$ cat src/core/bpot_pkg.sv
/*
 * bpot_pkg: register map, field positions, reset values and timing counts
 * for the bridge port option and timer block.
 * assumes: 32-bit axi4-lite register access, one 125 MHz clock.
 */
package bpot_pkg;
    localparam logic [7:0]  OFS_PORT_OPT     = 8'h74;
    localparam logic [7:0]  OFS_RETRY        = 8'h78;
    localparam logic [7:0]  OFS_DISCARD      = 8'h80;
    localparam logic [7:0]  OFS_SLOT_CAP     = 8'hb0;
    localparam logic [7:0]  OFS_POWER_CAP    = 8'hdc;
    localparam logic [7:0]  OFS_TMR_SEL      = 8'h3c;
    localparam logic [7:0]  OFS_IRQ_STATUS   = 8'hf0;
    localparam logic [7:0]  OFS_IRQ_MASK     = 8'hf4;
    localparam logic [7:0]  OFS_TMR_STATUS   = 8'hf8;

    localparam int          BIT_SEC_MWI      = 8;
    localparam int          BIT_LONG_LOCK    = 9;
    localparam int          BIT_SEC_HOLD     = 10;
    localparam int          BIT_PRI_HOLD     = 11;
    localparam int          BIT_SEL_PRI      = 24;
    localparam int          BIT_SEL_SEC      = 25;

    localparam logic [3:0]  PORT_OPT_RST     = 4'hc;
    localparam logic [31:0] RETRY_RST        = 32'h0100_0000;
    localparam logic [15:0] DISCARD_RST      = 16'h8000;
    localparam logic [15:0] DISCARD_SHORT    = 16'h0400;
    localparam logic [15:0] DISCARD_LONG     = 16'h8000;
    localparam logic [7:0]  SLOT_CAP_ID      = 8'h04;
    localparam logic [7:0]  SLOT_NEXT_HS     = 8'he4;
    localparam logic [7:0]  SLOT_NEXT_NONE   = 8'h00;
    localparam logic [7:0]  POWER_CAP_ID     = 8'h01;
    localparam logic [7:0]  POWER_NEXT       = 8'hb0;

    localparam logic [1:0]  RESP_OKAY        = 2'b00;
    localparam logic [1:0]  RESP_SLVERR      = 2'b10;
endpackage : bpot_pkg

$ cat src/core/bpot_regs.sv
/*
 * bpot_regs: configuration registers for the port options, retry limit,
 * delayed-read discard timers and capability headers of a two-port bridge,
 * plus the two discard countdowns themselves.
 * assumes: axi4-lite master on the same clock; the bridge datapath pulses
 * the completion-delivered strobes and consumes the discard pulses.
 */
// The AXI4-Lite slave port was left to the implementer.
// Function
// - bit 8 at 0 sends write-invalidate as plain write, at 1 cuts it at line ends; reset 0.
// - bit 9 at 0 keeps normal locking, at 1 long requests for locked cycles; reset 0.
// - bit 10 at 0 drops sec request after frame, at 1 holds to empty fifo or stop; reset 1.
// - option bit 11 applies the same request hold policy to the primary master; resets to 1.
// - the 32-bit r/w retry limit bounds attempts before a retry timeout; reset 0100_0000h.
// - sec discard value: bits 15:0 or 3Ch bit 25 select, last written wins; reset 8000h.
// - pri discard value: bits 31:16 or 3Ch bit 24 select, last written wins; reset 8000h.
// - each discard timer starts once the completion data it guards is in the bridge.
// - on expiry of a discard timer the buffered data of its delayed transaction is discarded.
// - the slot capability header reads id 04h in bits 7:0, read-only.
// - the slot capability next pointer reads e4h with hot swap enabled and 00h otherwise.
// - slot number, first-in-chassis and chassis number are r/w, reset 0; bits 23:22 read 0.
// - the power capability header reads id 01h in bits 7:0, read-only.
// - the power capability next pointer reads b0h.
`timescale 1ns/1ns
module bpot_regs (
    input  wire logic        clock,
    input  wire logic        rst,
    input  wire logic [7:0]  s_axi_awaddr,
    input  wire logic        s_axi_awvalid,
    output logic             s_axi_awready,
    input  wire logic [31:0] s_axi_wdata,
    input  wire logic [3:0]  s_axi_wstrb,
    input  wire logic        s_axi_wvalid,
    output logic             s_axi_wready,
    output logic [1:0]       s_axi_bresp,
    output logic             s_axi_bvalid,
    input  wire logic        s_axi_bready,
    input  wire logic [7:0]  s_axi_araddr,
    input  wire logic        s_axi_arvalid,
    output logic             s_axi_arready,
    output logic [31:0]      s_axi_rdata,
    output logic [1:0]       s_axi_rresp,
    output logic             s_axi_rvalid,
    input  wire logic        s_axi_rready,
    input  wire logic        hot_swap_enable_input,
    input  wire logic        sec_cpl_delivered,
    input  wire logic        pri_cpl_delivered,
    input  wire logic        sec_cpl_retired,
    input  wire logic        pri_cpl_retired,
    output logic             sec_mwi_disconnect,
    output logic             long_lock_request,
    output logic             sec_req_hold,
    output logic             pri_req_hold,
    output logic [31:0]      retry_limit,
    output logic             sec_discard,
    output logic             pri_discard,
    output logic             irq
);
    typedef struct packed {
        logic        aw_got;
        logic [7:0]  aw_addr;
        logic        w_got;
        logic [31:0] w_data;
        logic [3:0]  w_strb;
        logic        bvalid;
        logic [1:0]  bresp;
        logic        rvalid;
        logic [31:0] rdata;
        logic [1:0]  rresp;
        logic [3:0]  port_opt;
        logic [31:0] retry;
        logic [15:0] sec_init;
        logic [15:0] pri_init;
        logic [1:0]  tmr_sel;
        logic [4:0]  slot_num;
        logic        first_chassis;
        logic [7:0]  chassis;
        logic        sec_run;
        logic        pri_run;
        logic [15:0] sec_cnt;
        logic [15:0] pri_cnt;
        logic        sec_disc;
        logic        pri_disc;
        logic [1:0]  irq_stat;
        logic [1:0]  irq_mask;
        logic        irq;
        logic        hs_m;
        logic        hs_s1;
        logic        hs_s2;
        logic        hs_ok;
        logic        aw_rdy;
        logic        w_rdy;
        logic        ar_rdy;
    } bpot_state_t;

    bpot_state_t st_r;
    bpot_state_t st_nxt;

    logic        hs_sync;
    logic        hs_meta;
    logic [31:0] wmask;
    logic [31:0] wd;
    logic [31:0] slot_word;
    logic        sec_exp;
    logic        pri_exp;
    logic        wr_fire;

    // hot swap strap is a pin: first stage feeds only the second
    assign hs_meta = st_r.hs_m;
    assign hs_sync = st_r.hs_s1;

    assign wmask = {{8{st_r.w_strb[3]}}, {8{st_r.w_strb[2]}},
                    {8{st_r.w_strb[1]}}, {8{st_r.w_strb[0]}}};
    assign wd    = st_r.w_data & wmask;

    assign slot_word = {st_r.chassis, 2'b00, st_r.first_chassis, st_r.slot_num,
                        (st_r.hs_ok ? bpot_pkg::SLOT_NEXT_HS
                                    : bpot_pkg::SLOT_NEXT_NONE),
                        bpot_pkg::SLOT_CAP_ID};

    assign sec_exp = st_r.sec_run && (st_r.sec_cnt == 16'h0000);
    assign pri_exp = st_r.pri_run && (st_r.pri_cnt == 16'h0000);
    assign wr_fire = st_r.aw_got && st_r.w_got && !st_r.bvalid;

    function automatic logic [15:0] merge16(input logic [15:0] old_v,
                                            input logic [15:0] new_v,
                                            input logic [1:0]  en);
        logic [15:0] r;
        r = old_v;
        if (en[0]) begin
            r[7:0] = new_v[7:0];
        end
        if (en[1]) begin
            r[15:8] = new_v[15:8];
        end
        return r;
    endfunction : merge16

    always_comb begin
        logic do_wr;
        logic [31:0] rd;
        logic        hit;
        do_wr  = 1'b0;
        rd     = 32'h0000_0000;
        hit    = 1'b1;
        st_nxt = st_r;

        st_nxt.hs_m  = hot_swap_enable_input;
        st_nxt.hs_s1 = hs_meta;
        st_nxt.hs_s2 = hs_sync;
        // a level change counts only once the last two stages agree
        if (hs_sync == st_r.hs_s2) begin
            st_nxt.hs_ok = hs_sync;
        end
        st_nxt.sec_disc = 1'b0;
        st_nxt.pri_disc = 1'b0;

        // write channel: address and data taken in either order
        if (s_axi_awvalid && !st_r.aw_got && !st_r.bvalid) begin
            st_nxt.aw_got  = 1'b1;
            st_nxt.aw_addr = s_axi_awaddr;
        end
        if (s_axi_wvalid && !st_r.w_got && !st_r.bvalid) begin
            st_nxt.w_got  = 1'b1;
            st_nxt.w_data = s_axi_wdata;
            st_nxt.w_strb = s_axi_wstrb;
        end
        if (st_r.aw_got && st_r.w_got && !st_r.bvalid) begin
            do_wr         = 1'b1;
            st_nxt.aw_got = 1'b0;
            st_nxt.w_got  = 1'b0;
            st_nxt.bvalid = 1'b1;
            st_nxt.bresp  = bpot_pkg::RESP_OKAY;
        end
        if (st_r.bvalid && s_axi_bready) begin
            st_nxt.bvalid = 1'b0;
        end

        // discard countdowns; a fresh delivery restarts from the start value
        if (st_r.sec_run) begin
            st_nxt.sec_cnt = st_r.sec_cnt - 16'h0001;
        end
        if (sec_exp || sec_cpl_retired) begin
            st_nxt.sec_run  = 1'b0;
            st_nxt.sec_disc = sec_exp;
        end
        if (sec_cpl_delivered) begin
            st_nxt.sec_run = 1'b1;
            st_nxt.sec_cnt = st_r.sec_init;
        end
        if (st_r.pri_run) begin
            st_nxt.pri_cnt = st_r.pri_cnt - 16'h0001;
        end
        if (pri_exp || pri_cpl_retired) begin
            st_nxt.pri_run  = 1'b0;
            st_nxt.pri_disc = pri_exp;
        end
        if (pri_cpl_delivered) begin
            st_nxt.pri_run = 1'b1;
            st_nxt.pri_cnt = st_r.pri_init;
        end

        // sticky events: set wins over a write-one clear in the same cycle
        if (do_wr && st_r.aw_addr == bpot_pkg::OFS_IRQ_STATUS) begin
            st_nxt.irq_stat = st_r.irq_stat & ~wd[1:0];
        end
        if (do_wr) begin
            unique case (st_r.aw_addr)
                bpot_pkg::OFS_PORT_OPT: begin
                    if (st_r.w_strb[1]) begin
                        st_nxt.port_opt = st_r.w_data[bpot_pkg::BIT_PRI_HOLD:
                                                      bpot_pkg::BIT_SEC_MWI];
                    end
                end
                bpot_pkg::OFS_RETRY: begin
                    st_nxt.retry = (st_r.retry & ~wmask) | wd;
                end
                bpot_pkg::OFS_DISCARD: begin
                    st_nxt.sec_init = merge16(st_r.sec_init, st_r.w_data[15:0],
                                              st_r.w_strb[1:0]);
                    st_nxt.pri_init = merge16(st_r.pri_init, st_r.w_data[31:16],
                                              st_r.w_strb[3:2]);
                end
                bpot_pkg::OFS_TMR_SEL: begin
                    // the select overwrites the fine value: last write wins
                    if (st_r.w_strb[3]) begin
                        st_nxt.tmr_sel  = st_r.w_data[bpot_pkg::BIT_SEL_SEC:
                                                      bpot_pkg::BIT_SEL_PRI];
                        st_nxt.sec_init = st_r.w_data[bpot_pkg::BIT_SEL_SEC]
                                        ? bpot_pkg::DISCARD_LONG
                                        : bpot_pkg::DISCARD_SHORT;
                        st_nxt.pri_init = st_r.w_data[bpot_pkg::BIT_SEL_PRI]
                                        ? bpot_pkg::DISCARD_LONG
                                        : bpot_pkg::DISCARD_SHORT;
                    end
                end
                bpot_pkg::OFS_SLOT_CAP: begin
                    // id and next pointer are constants, writes fall away
                    if (st_r.w_strb[2]) begin
                        st_nxt.slot_num      = st_r.w_data[20:16];
                        st_nxt.first_chassis = st_r.w_data[21];
                    end
                    if (st_r.w_strb[3]) begin
                        st_nxt.chassis = st_r.w_data[31:24];
                    end
                end
                bpot_pkg::OFS_IRQ_MASK: begin
                    if (st_r.w_strb[0]) begin
                        st_nxt.irq_mask = st_r.w_data[1:0];
                    end
                end
                default: begin
                end
            endcase
        end
        if (sec_exp) begin
            st_nxt.irq_stat[0] = 1'b1;
        end
        if (pri_exp) begin
            st_nxt.irq_stat[1] = 1'b1;
        end
        st_nxt.irq = |(st_nxt.irq_stat & st_nxt.irq_mask);

        // read channel
        unique case (s_axi_araddr)
            bpot_pkg::OFS_PORT_OPT:   rd = {20'h00000, st_r.port_opt, 8'h00};
            bpot_pkg::OFS_RETRY:      rd = st_r.retry;
            bpot_pkg::OFS_DISCARD:    rd = {st_r.pri_init, st_r.sec_init};
            bpot_pkg::OFS_TMR_SEL:    rd = {6'h00, st_r.tmr_sel, 24'h000000};
            bpot_pkg::OFS_SLOT_CAP:   rd = slot_word;
            bpot_pkg::OFS_POWER_CAP:  rd = {16'h0000, bpot_pkg::POWER_NEXT,
                                            bpot_pkg::POWER_CAP_ID};
            bpot_pkg::OFS_IRQ_STATUS: rd = {30'h0, st_r.irq_stat};
            bpot_pkg::OFS_IRQ_MASK:   rd = {30'h0, st_r.irq_mask};
            bpot_pkg::OFS_TMR_STATUS: rd = {14'h0, st_r.pri_run, st_r.sec_run,
                                            16'h0000};
            default:                  hit = 1'b0;
        endcase
        if (s_axi_arvalid && !st_r.rvalid) begin
            st_nxt.rvalid = 1'b1;
            st_nxt.rdata  = rd;
            st_nxt.rresp  = hit ? bpot_pkg::RESP_OKAY : bpot_pkg::RESP_SLVERR;
        end else if (st_r.rvalid && s_axi_rready) begin
            st_nxt.rvalid = 1'b0;
        end

        if (rst) begin
            st_nxt               = '0;
            st_nxt.port_opt      = bpot_pkg::PORT_OPT_RST;
            st_nxt.retry         = bpot_pkg::RETRY_RST;
            st_nxt.sec_init      = bpot_pkg::DISCARD_RST;
            st_nxt.pri_init      = bpot_pkg::DISCARD_RST;
            st_nxt.tmr_sel       = 2'b11;
        end
        // readies leave flops; they mirror the next busy state
        st_nxt.aw_rdy = !st_nxt.bvalid && !st_nxt.aw_got;
        st_nxt.w_rdy  = !st_nxt.bvalid && !st_nxt.w_got;
        st_nxt.ar_rdy = !st_nxt.rvalid;
    end

    always_ff @(posedge clock) begin
        st_r <= st_nxt;
    end

    assign s_axi_awready      = st_r.aw_rdy;
    assign s_axi_wready       = st_r.w_rdy;
    assign s_axi_bvalid       = st_r.bvalid;
    assign s_axi_bresp        = st_r.bresp;
    assign s_axi_arready      = st_r.ar_rdy;
    assign s_axi_rvalid       = st_r.rvalid;
    assign s_axi_rdata        = st_r.rdata;
    assign s_axi_rresp        = st_r.rresp;
    assign sec_mwi_disconnect = st_r.port_opt[0];
    assign long_lock_request  = st_r.port_opt[1];
    assign sec_req_hold       = st_r.port_opt[2];
    assign pri_req_hold       = st_r.port_opt[3];
    assign retry_limit        = st_r.retry;
    assign sec_discard        = st_r.sec_disc;
    assign pri_discard        = st_r.pri_disc;
    assign irq                = st_r.irq;

    // assertions
    opt_reset_a: assert property (@(posedge clock)
        (!rst && $past(rst)) |->
        (sec_req_hold && pri_req_hold && !sec_mwi_disconnect && !long_lock_request))
        else $error("option bits wrong after reset");
    retry_reset_a: assert property (@(posedge clock)
        (!rst && $past(rst)) |-> retry_limit == 32'h0100_0000)
        else $error("retry limit reset value wrong");
    sec_start_a: assert property (@(posedge clock) disable iff (rst)
        sec_cpl_delivered |=> (st_r.sec_run && st_r.sec_cnt == $past(st_r.sec_init)))
        else $error("secondary timer did not load");
    pri_start_a: assert property (@(posedge clock) disable iff (rst)
        pri_cpl_delivered |=> (st_r.pri_run && st_r.pri_cnt == $past(st_r.pri_init)))
        else $error("primary timer did not load");
    sec_expire_a: assert property (@(posedge clock) disable iff (rst)
        (sec_exp && !sec_cpl_delivered) |=> sec_discard ##1 !sec_discard)
        else $error("secondary discard pulse wrong");
    pri_expire_a: assert property (@(posedge clock) disable iff (rst)
        (pri_exp && !pri_cpl_delivered) |=> pri_discard ##1 !pri_discard)
        else $error("primary discard pulse wrong");
    slot_id_a: assert property (@(posedge clock) disable iff (rst)
        slot_word[7:0] == 8'h04 && slot_word[23:22] == 2'b00)
        else $error("slot slot_cap_header_id wrong");
    slot_next_a: assert property (@(posedge clock) disable iff (rst)
        (st_r.hs_s1 == st_r.hs_s2) |=> st_r.hs_ok == $past(st_r.hs_s2))
        else $error("hot swap level not taken");
    power_rd_a: assert property (@(posedge clock) disable iff (rst)
        (s_axi_arvalid && !s_axi_rvalid && s_axi_araddr == 8'hdc) |=>
        (s_axi_rvalid && s_axi_rdata[15:0] == 16'hb001))
        else $error("power capability header wrong");
    opt_write_a: assert property (@(posedge clock) disable iff (rst)
        (wr_fire && st_r.aw_addr == bpot_pkg::OFS_PORT_OPT && st_r.w_strb[1]) |=>
        ({pri_req_hold, sec_req_hold, long_lock_request, sec_mwi_disconnect}
            == $past(st_r.w_data[11:8])))
        else $error("option bits not written");
    retry_write_a: assert property (@(posedge clock) disable iff (rst)
        (wr_fire && st_r.aw_addr == bpot_pkg::OFS_RETRY && st_r.w_strb == 4'hf) |=>
        retry_limit == $past(st_r.w_data))
        else $error("retry limit not written");
    fine_load_a: assert property (@(posedge clock) disable iff (rst)
        (wr_fire && st_r.aw_addr == bpot_pkg::OFS_DISCARD && st_r.w_strb == 4'hf) |=>
        ({st_r.pri_init, st_r.sec_init} == $past(st_r.w_data)))
        else $error("discard start values not written");
    sel_load_a: assert property (@(posedge clock) disable iff (rst)
        (wr_fire && st_r.aw_addr == bpot_pkg::OFS_TMR_SEL && st_r.w_strb[3]) |=>
        (st_r.sec_init == ($past(st_r.w_data[25]) ? 16'h8000 : 16'h0400) &&
         st_r.pri_init == ($past(st_r.w_data[24]) ? 16'h8000 : 16'h0400)))
        else $error("discard select not applied");
    chassis_wr_a: assert property (@(posedge clock) disable iff (rst)
        (wr_fire && st_r.aw_addr == bpot_pkg::OFS_SLOT_CAP && st_r.w_strb[3]) |=>
        (slot_word[31:24] == $past(st_r.w_data[31:24])))
        else $error("chassis number not written");
endmodule : bpot_regs

$ cat config.mk
export PLATFORM = sky130hd
export DESIGN_NAME = bpot_regs
export DESIGN_NICKNAME = d
export VERILOG_FILES = /design/src/core/bpot_pkg.sv /design/src/core/bpot_regs.sv
export SDC_FILE = /design/constraint.sdc
export NUM_CORES = 1
export LEC_CHECK = 0
export BUFFER_PORTS_ARGS = -buffer_cell sky130_fd_sc_hd__buf_2
export CORE_ASPECT_RATIO = 2
export CORE_MARGIN = 3
export CORE_UTILIZATION = 48
export DETAILED_ROUTE_END_ITERATION = 12
export MAX_ROUTING_LAYER = met4
export PLACE_DENSITY = 0.72
export SLEW_MARGIN = 40
export SYNTH_ARGS = -nofsm -noshare
export SYNTH_HDL_FRONTEND = slang
export SYNTH_SLANG_ARGS = --single-unit
$ cat constraint.sdc
create_clock -name clock -period 2.7 [get_ports clock]
set_clock_uncertainty 0.2 [all_clocks]
set_input_delay 0.54 -clock clock [delete_from_list [all_inputs] [get_ports clock]]
set_output_delay 0.54 -clock clock [all_outputs]
set_load 0.02 [all_outputs]
==> results list <==
* Top-area cell type share of the netlist area: 45.26%
* Proportion of synthesized chip area in sequential cells: a little under half
- The share of total power dissipated in sequential elements is ~49%.
- The design draws around 6.7 mW.
* Yosys warns: 0
- By instance count, the leading cell after synthesis is dfxtp_1.
- At the pin with the least slew margin, the transition time is 608.2 ps.
- Clk pin slew, worst setup/hold paths: roughly 70 ps
- The congestion estimate from routability-driven global placement came to between 0.8 and 0.9.
- Required time of the critical path: roughly 2900 ps
* Number of clock sinks seen by CTS: roughly 210
* Total power density per cell area: ~630 nW/um^2
- Type of the setup path with the least slack: reg -> reg
- The number of different library cells used by synthesis comes to 63.
* Clock Latency Late Sink: around 480 ps
- Top cell family by delay on the critical path: simple AND/OR/NAND/NOR gates
* Final hold violations: 0
- During placement, the flow inserted port buffers numbering 140.
* Final Cycle Share: between 90% and 100%
* Nature of the critical path endpoint: register
- Synth Instances: roughly 1100
- Antenna violations before repair: 0
- Area of the multi-input gates: roughly 4300 sq um
- Bufs on Longest Clock Path: 3
* Root Buffer Master: clkbuf_16
- Cells with a size suffix above 1 make up roughly a fifth of the layout.
- Syn Std Cell Area: between 9000 and 10000 sq um
- The initialized floorplan defines just over 70 standard-cell rows.
- Timing would allow up to a little under 400 MHz.
- Post-Route Utilization: between 50% and 60%
* Most frequently used flop master after synthesis: dfxtp_1
* Core Region: about 19000 sq um
- Count of hold buffers inserted by post-cts repair: 0
- Measured against its own limit, the worst slew margin works out to around three fifths.
- In the routed design, unresolved DRC markers number 0.
- Of all nets on the critical path, the largest fanout is 9.
- Summed over all cells, the static leakage comes to 4.153 nW.
- For the final routed database, the setup TNS stands at 0 ps.
* Max VDD drop: approximately 0.53 mV
- Number of setup buffers added after CTS: 0
- Total inserted antenna cells: 0
- First-pass GRT wire length: between 40000 and 50000 um
- Avg WL per Cell: between 15 and 20 um
- Number of buffers and inverters on the critical path: 1
* Global route overflow: 0
- Max-cap violations in this run came to 0.
* Number of detailed-routing iterations run before antenna repair: 5
- Height of the die: approximately 200 um
- Int Pwr: 5.095 mW
- Avg Synthesized Cell Area: 8.381 sq um
- P&R area growth vs syn: 13.71%
- Prior to clock tree synthesis, the placed netlist has a worst setup slack of between 100 and 150 ps.
* Element type at the critical path start: register
- Setup repair after global routing missed its margin: false
- The run finished with clean final reports.
* Die Footprint: around 21000 sq um
- Counting the fill cells in the layout gives approximately 1800.
- Aggregate global-route resource usage: between 20 and 30%
* Post-synthesis async set-or-reset flop share: 0%
* Final worst setup slack: approximately 160 ps
- Summing all flip-flop and latch instances after layout gives 4264 sq um.
- Total wire length: ~27000 um
- The number of global-route vias before repair was slightly above 8000.
- The count of nets left with antenna violations once routing finished came out at 0.
- Clock network fraction of design power: approximately two fifths
- Data arrives at the worst endpoint at 2710 ps.
- Drt initial violations: 522
* Cell types with the highest counts after synthesis: dfxtp_1, nand2_1, a21oi_1
* Final max-slew violation count: 0
- The largest individual stage delay along the critical path comes from the cell or3_1.
- The synthesized design contains 0 enable-type register cells.
- Net switching power of the design: about 1.6 mW
- Synthesis inferred around 210 register bits.
- DP HPWL: roughly 20000 um
- In this run, the combinational gates consume just under 9% of the power.
* Final setup violation count: 0
* H-tree levels: 1
* Quantity of gates resized following cts: 0
* Max stage delay on crit path: around 530 ps
* Maximum number of pins on one net before global-route repair: roughly 110
- Worst hold path type: in -> reg
* DR vias/cell: roughly 5.6
- Sorting the synthesized cells by area gives the leading types as dfxtp_1, nand2_1, a21oi_1.
- Subtracting the final worst setup slack from the clock period gives ~2500 ps.
* Ports: 144
- For this block, the via count after detailed routing is approximately 8200.
- Of all cell types, the one taking the most synthesized area is dfxtp_1.
- Initial Utilization: 49.55%
* Cells along the critical path: or3b_1, or3_1, a2111oi_4, buf_4, mux2_4
- Num CTS Buffers: 19
- Overall die width: between 100 and 150 um
- TritonCTS clock tree: done
- # nets final: between 1000 and 1500
- Sw Ratio: between 20% and 30%
-- cells in the final DEF, fill, tap and decap left out, types with 7 or more instances in the layout --
master     synthesis  final
a21oi_1          114    114
nor2b_1            8      8
o21ai_0           41     41
nor4_1            12     11
xnor2_1           16     16
or4_1              7      7
xor2_1            11     11
nand2b_1          25     25
buf_2              6    139
a221oi_1          11     11
mux2i_1           40     40
a22o_1             9      9
a211o_1            7      7
nor2_1            85     84
inv_1             17     17
nor3_1            17     17
a21o_1             8      8
nand3b_1           7      7
clkbuf_16          0     19
a211oi_1          10     10
buf_4             69     35
nand3_1           54     54
nand2_1          199    199
a22oi_1           10     10
dfxtp_1          213    213
-- cell type report --
class | count | share of cell area (%)
sequential | 213 | 39.81
multi-input combinational | 759 | 40.51
inverter | 19 | 0.6658
timing repair buffer | 180 | 10.07
tap | 255 | 2.979
clock buffer | 28 | 5.221
clock inverter | 5 | 0.7476
-- logic make-up after synthesis --
logic type               share of synthesized area (%)
AO/OA/AOI/OAI                                    15.63
flip-flops                                       45.26
multiplexers                                     4.410
XOR/XNOR                                         2.510
other                                          0.03981
adder cells (fa/ha/maj)                         0.2656
buffers and inverters                            9.125
AND/OR/NAND/NOR                                  22.75
-- final timing paths --
kind / from / slack [ps] / end / cells after the start
hold / removal: s_axi_wdata[24] / 90 / st_r[198]$_SDFFE_PP0P_ / 3
setup / recovery: st_r[209]$_SDFFE_PP0P_ / 160 / st_r[90]$_SDFFE_PP0P_ / 5
setup reg to reg: st_r[209]$_SDFFE_PP0P_ / 160 / st_r[90]$_SDFFE_PP0P_ / 5
hold reg to reg: s_axi_rdata[28]$_SDFFE_PP0P_ / 240 / s_axi_rdata[28]$_SDFFE_PP0P_ / 2
-- worst min-delay path, delay by kind of cell --
| kind | cells | cell delay, ps |
|---|---|---|
| and+or+nand+nor | 1 | 40 |
| buffers and inverters | 1 | 90 |
| AOI/OAI and AO/OA | 1 | 50 |
-- through the flow --
stage,area (sq um),cells,hold slack [ps]
after floorplan,9428,1126,213.8
after global placement,10060,1426,233.7
after detailed placement,10060,1426,237.7
after CTS,10700,1459,81.29
after global routing,10710,1459,86.59
final,10710,1459,89.73
-- layer usage --
metal / vias up / share of wire (%) / track usage [%]
met4: 0 / 4.3 / 12.01
met5: - / 0 / -
met3: 70 / 5.0 / 2.972
met2: 287 / 55 / 48.28
li1: 3936 / - / -
met1: 3903 / 36 / 25.28
-- power by group through the flow --
stage               combinational [mW]  clock [mW]  sequential, mW
floorplan                        0.386           0            3.37
global placement                 0.586           0            3.39
detailed placement               0.595           0            3.40
CTS                              0.599        2.83            3.32
global route                     0.662        2.96            3.34
finish                           0.600        2.81            3.33
(Power assumes the default switching activity.)
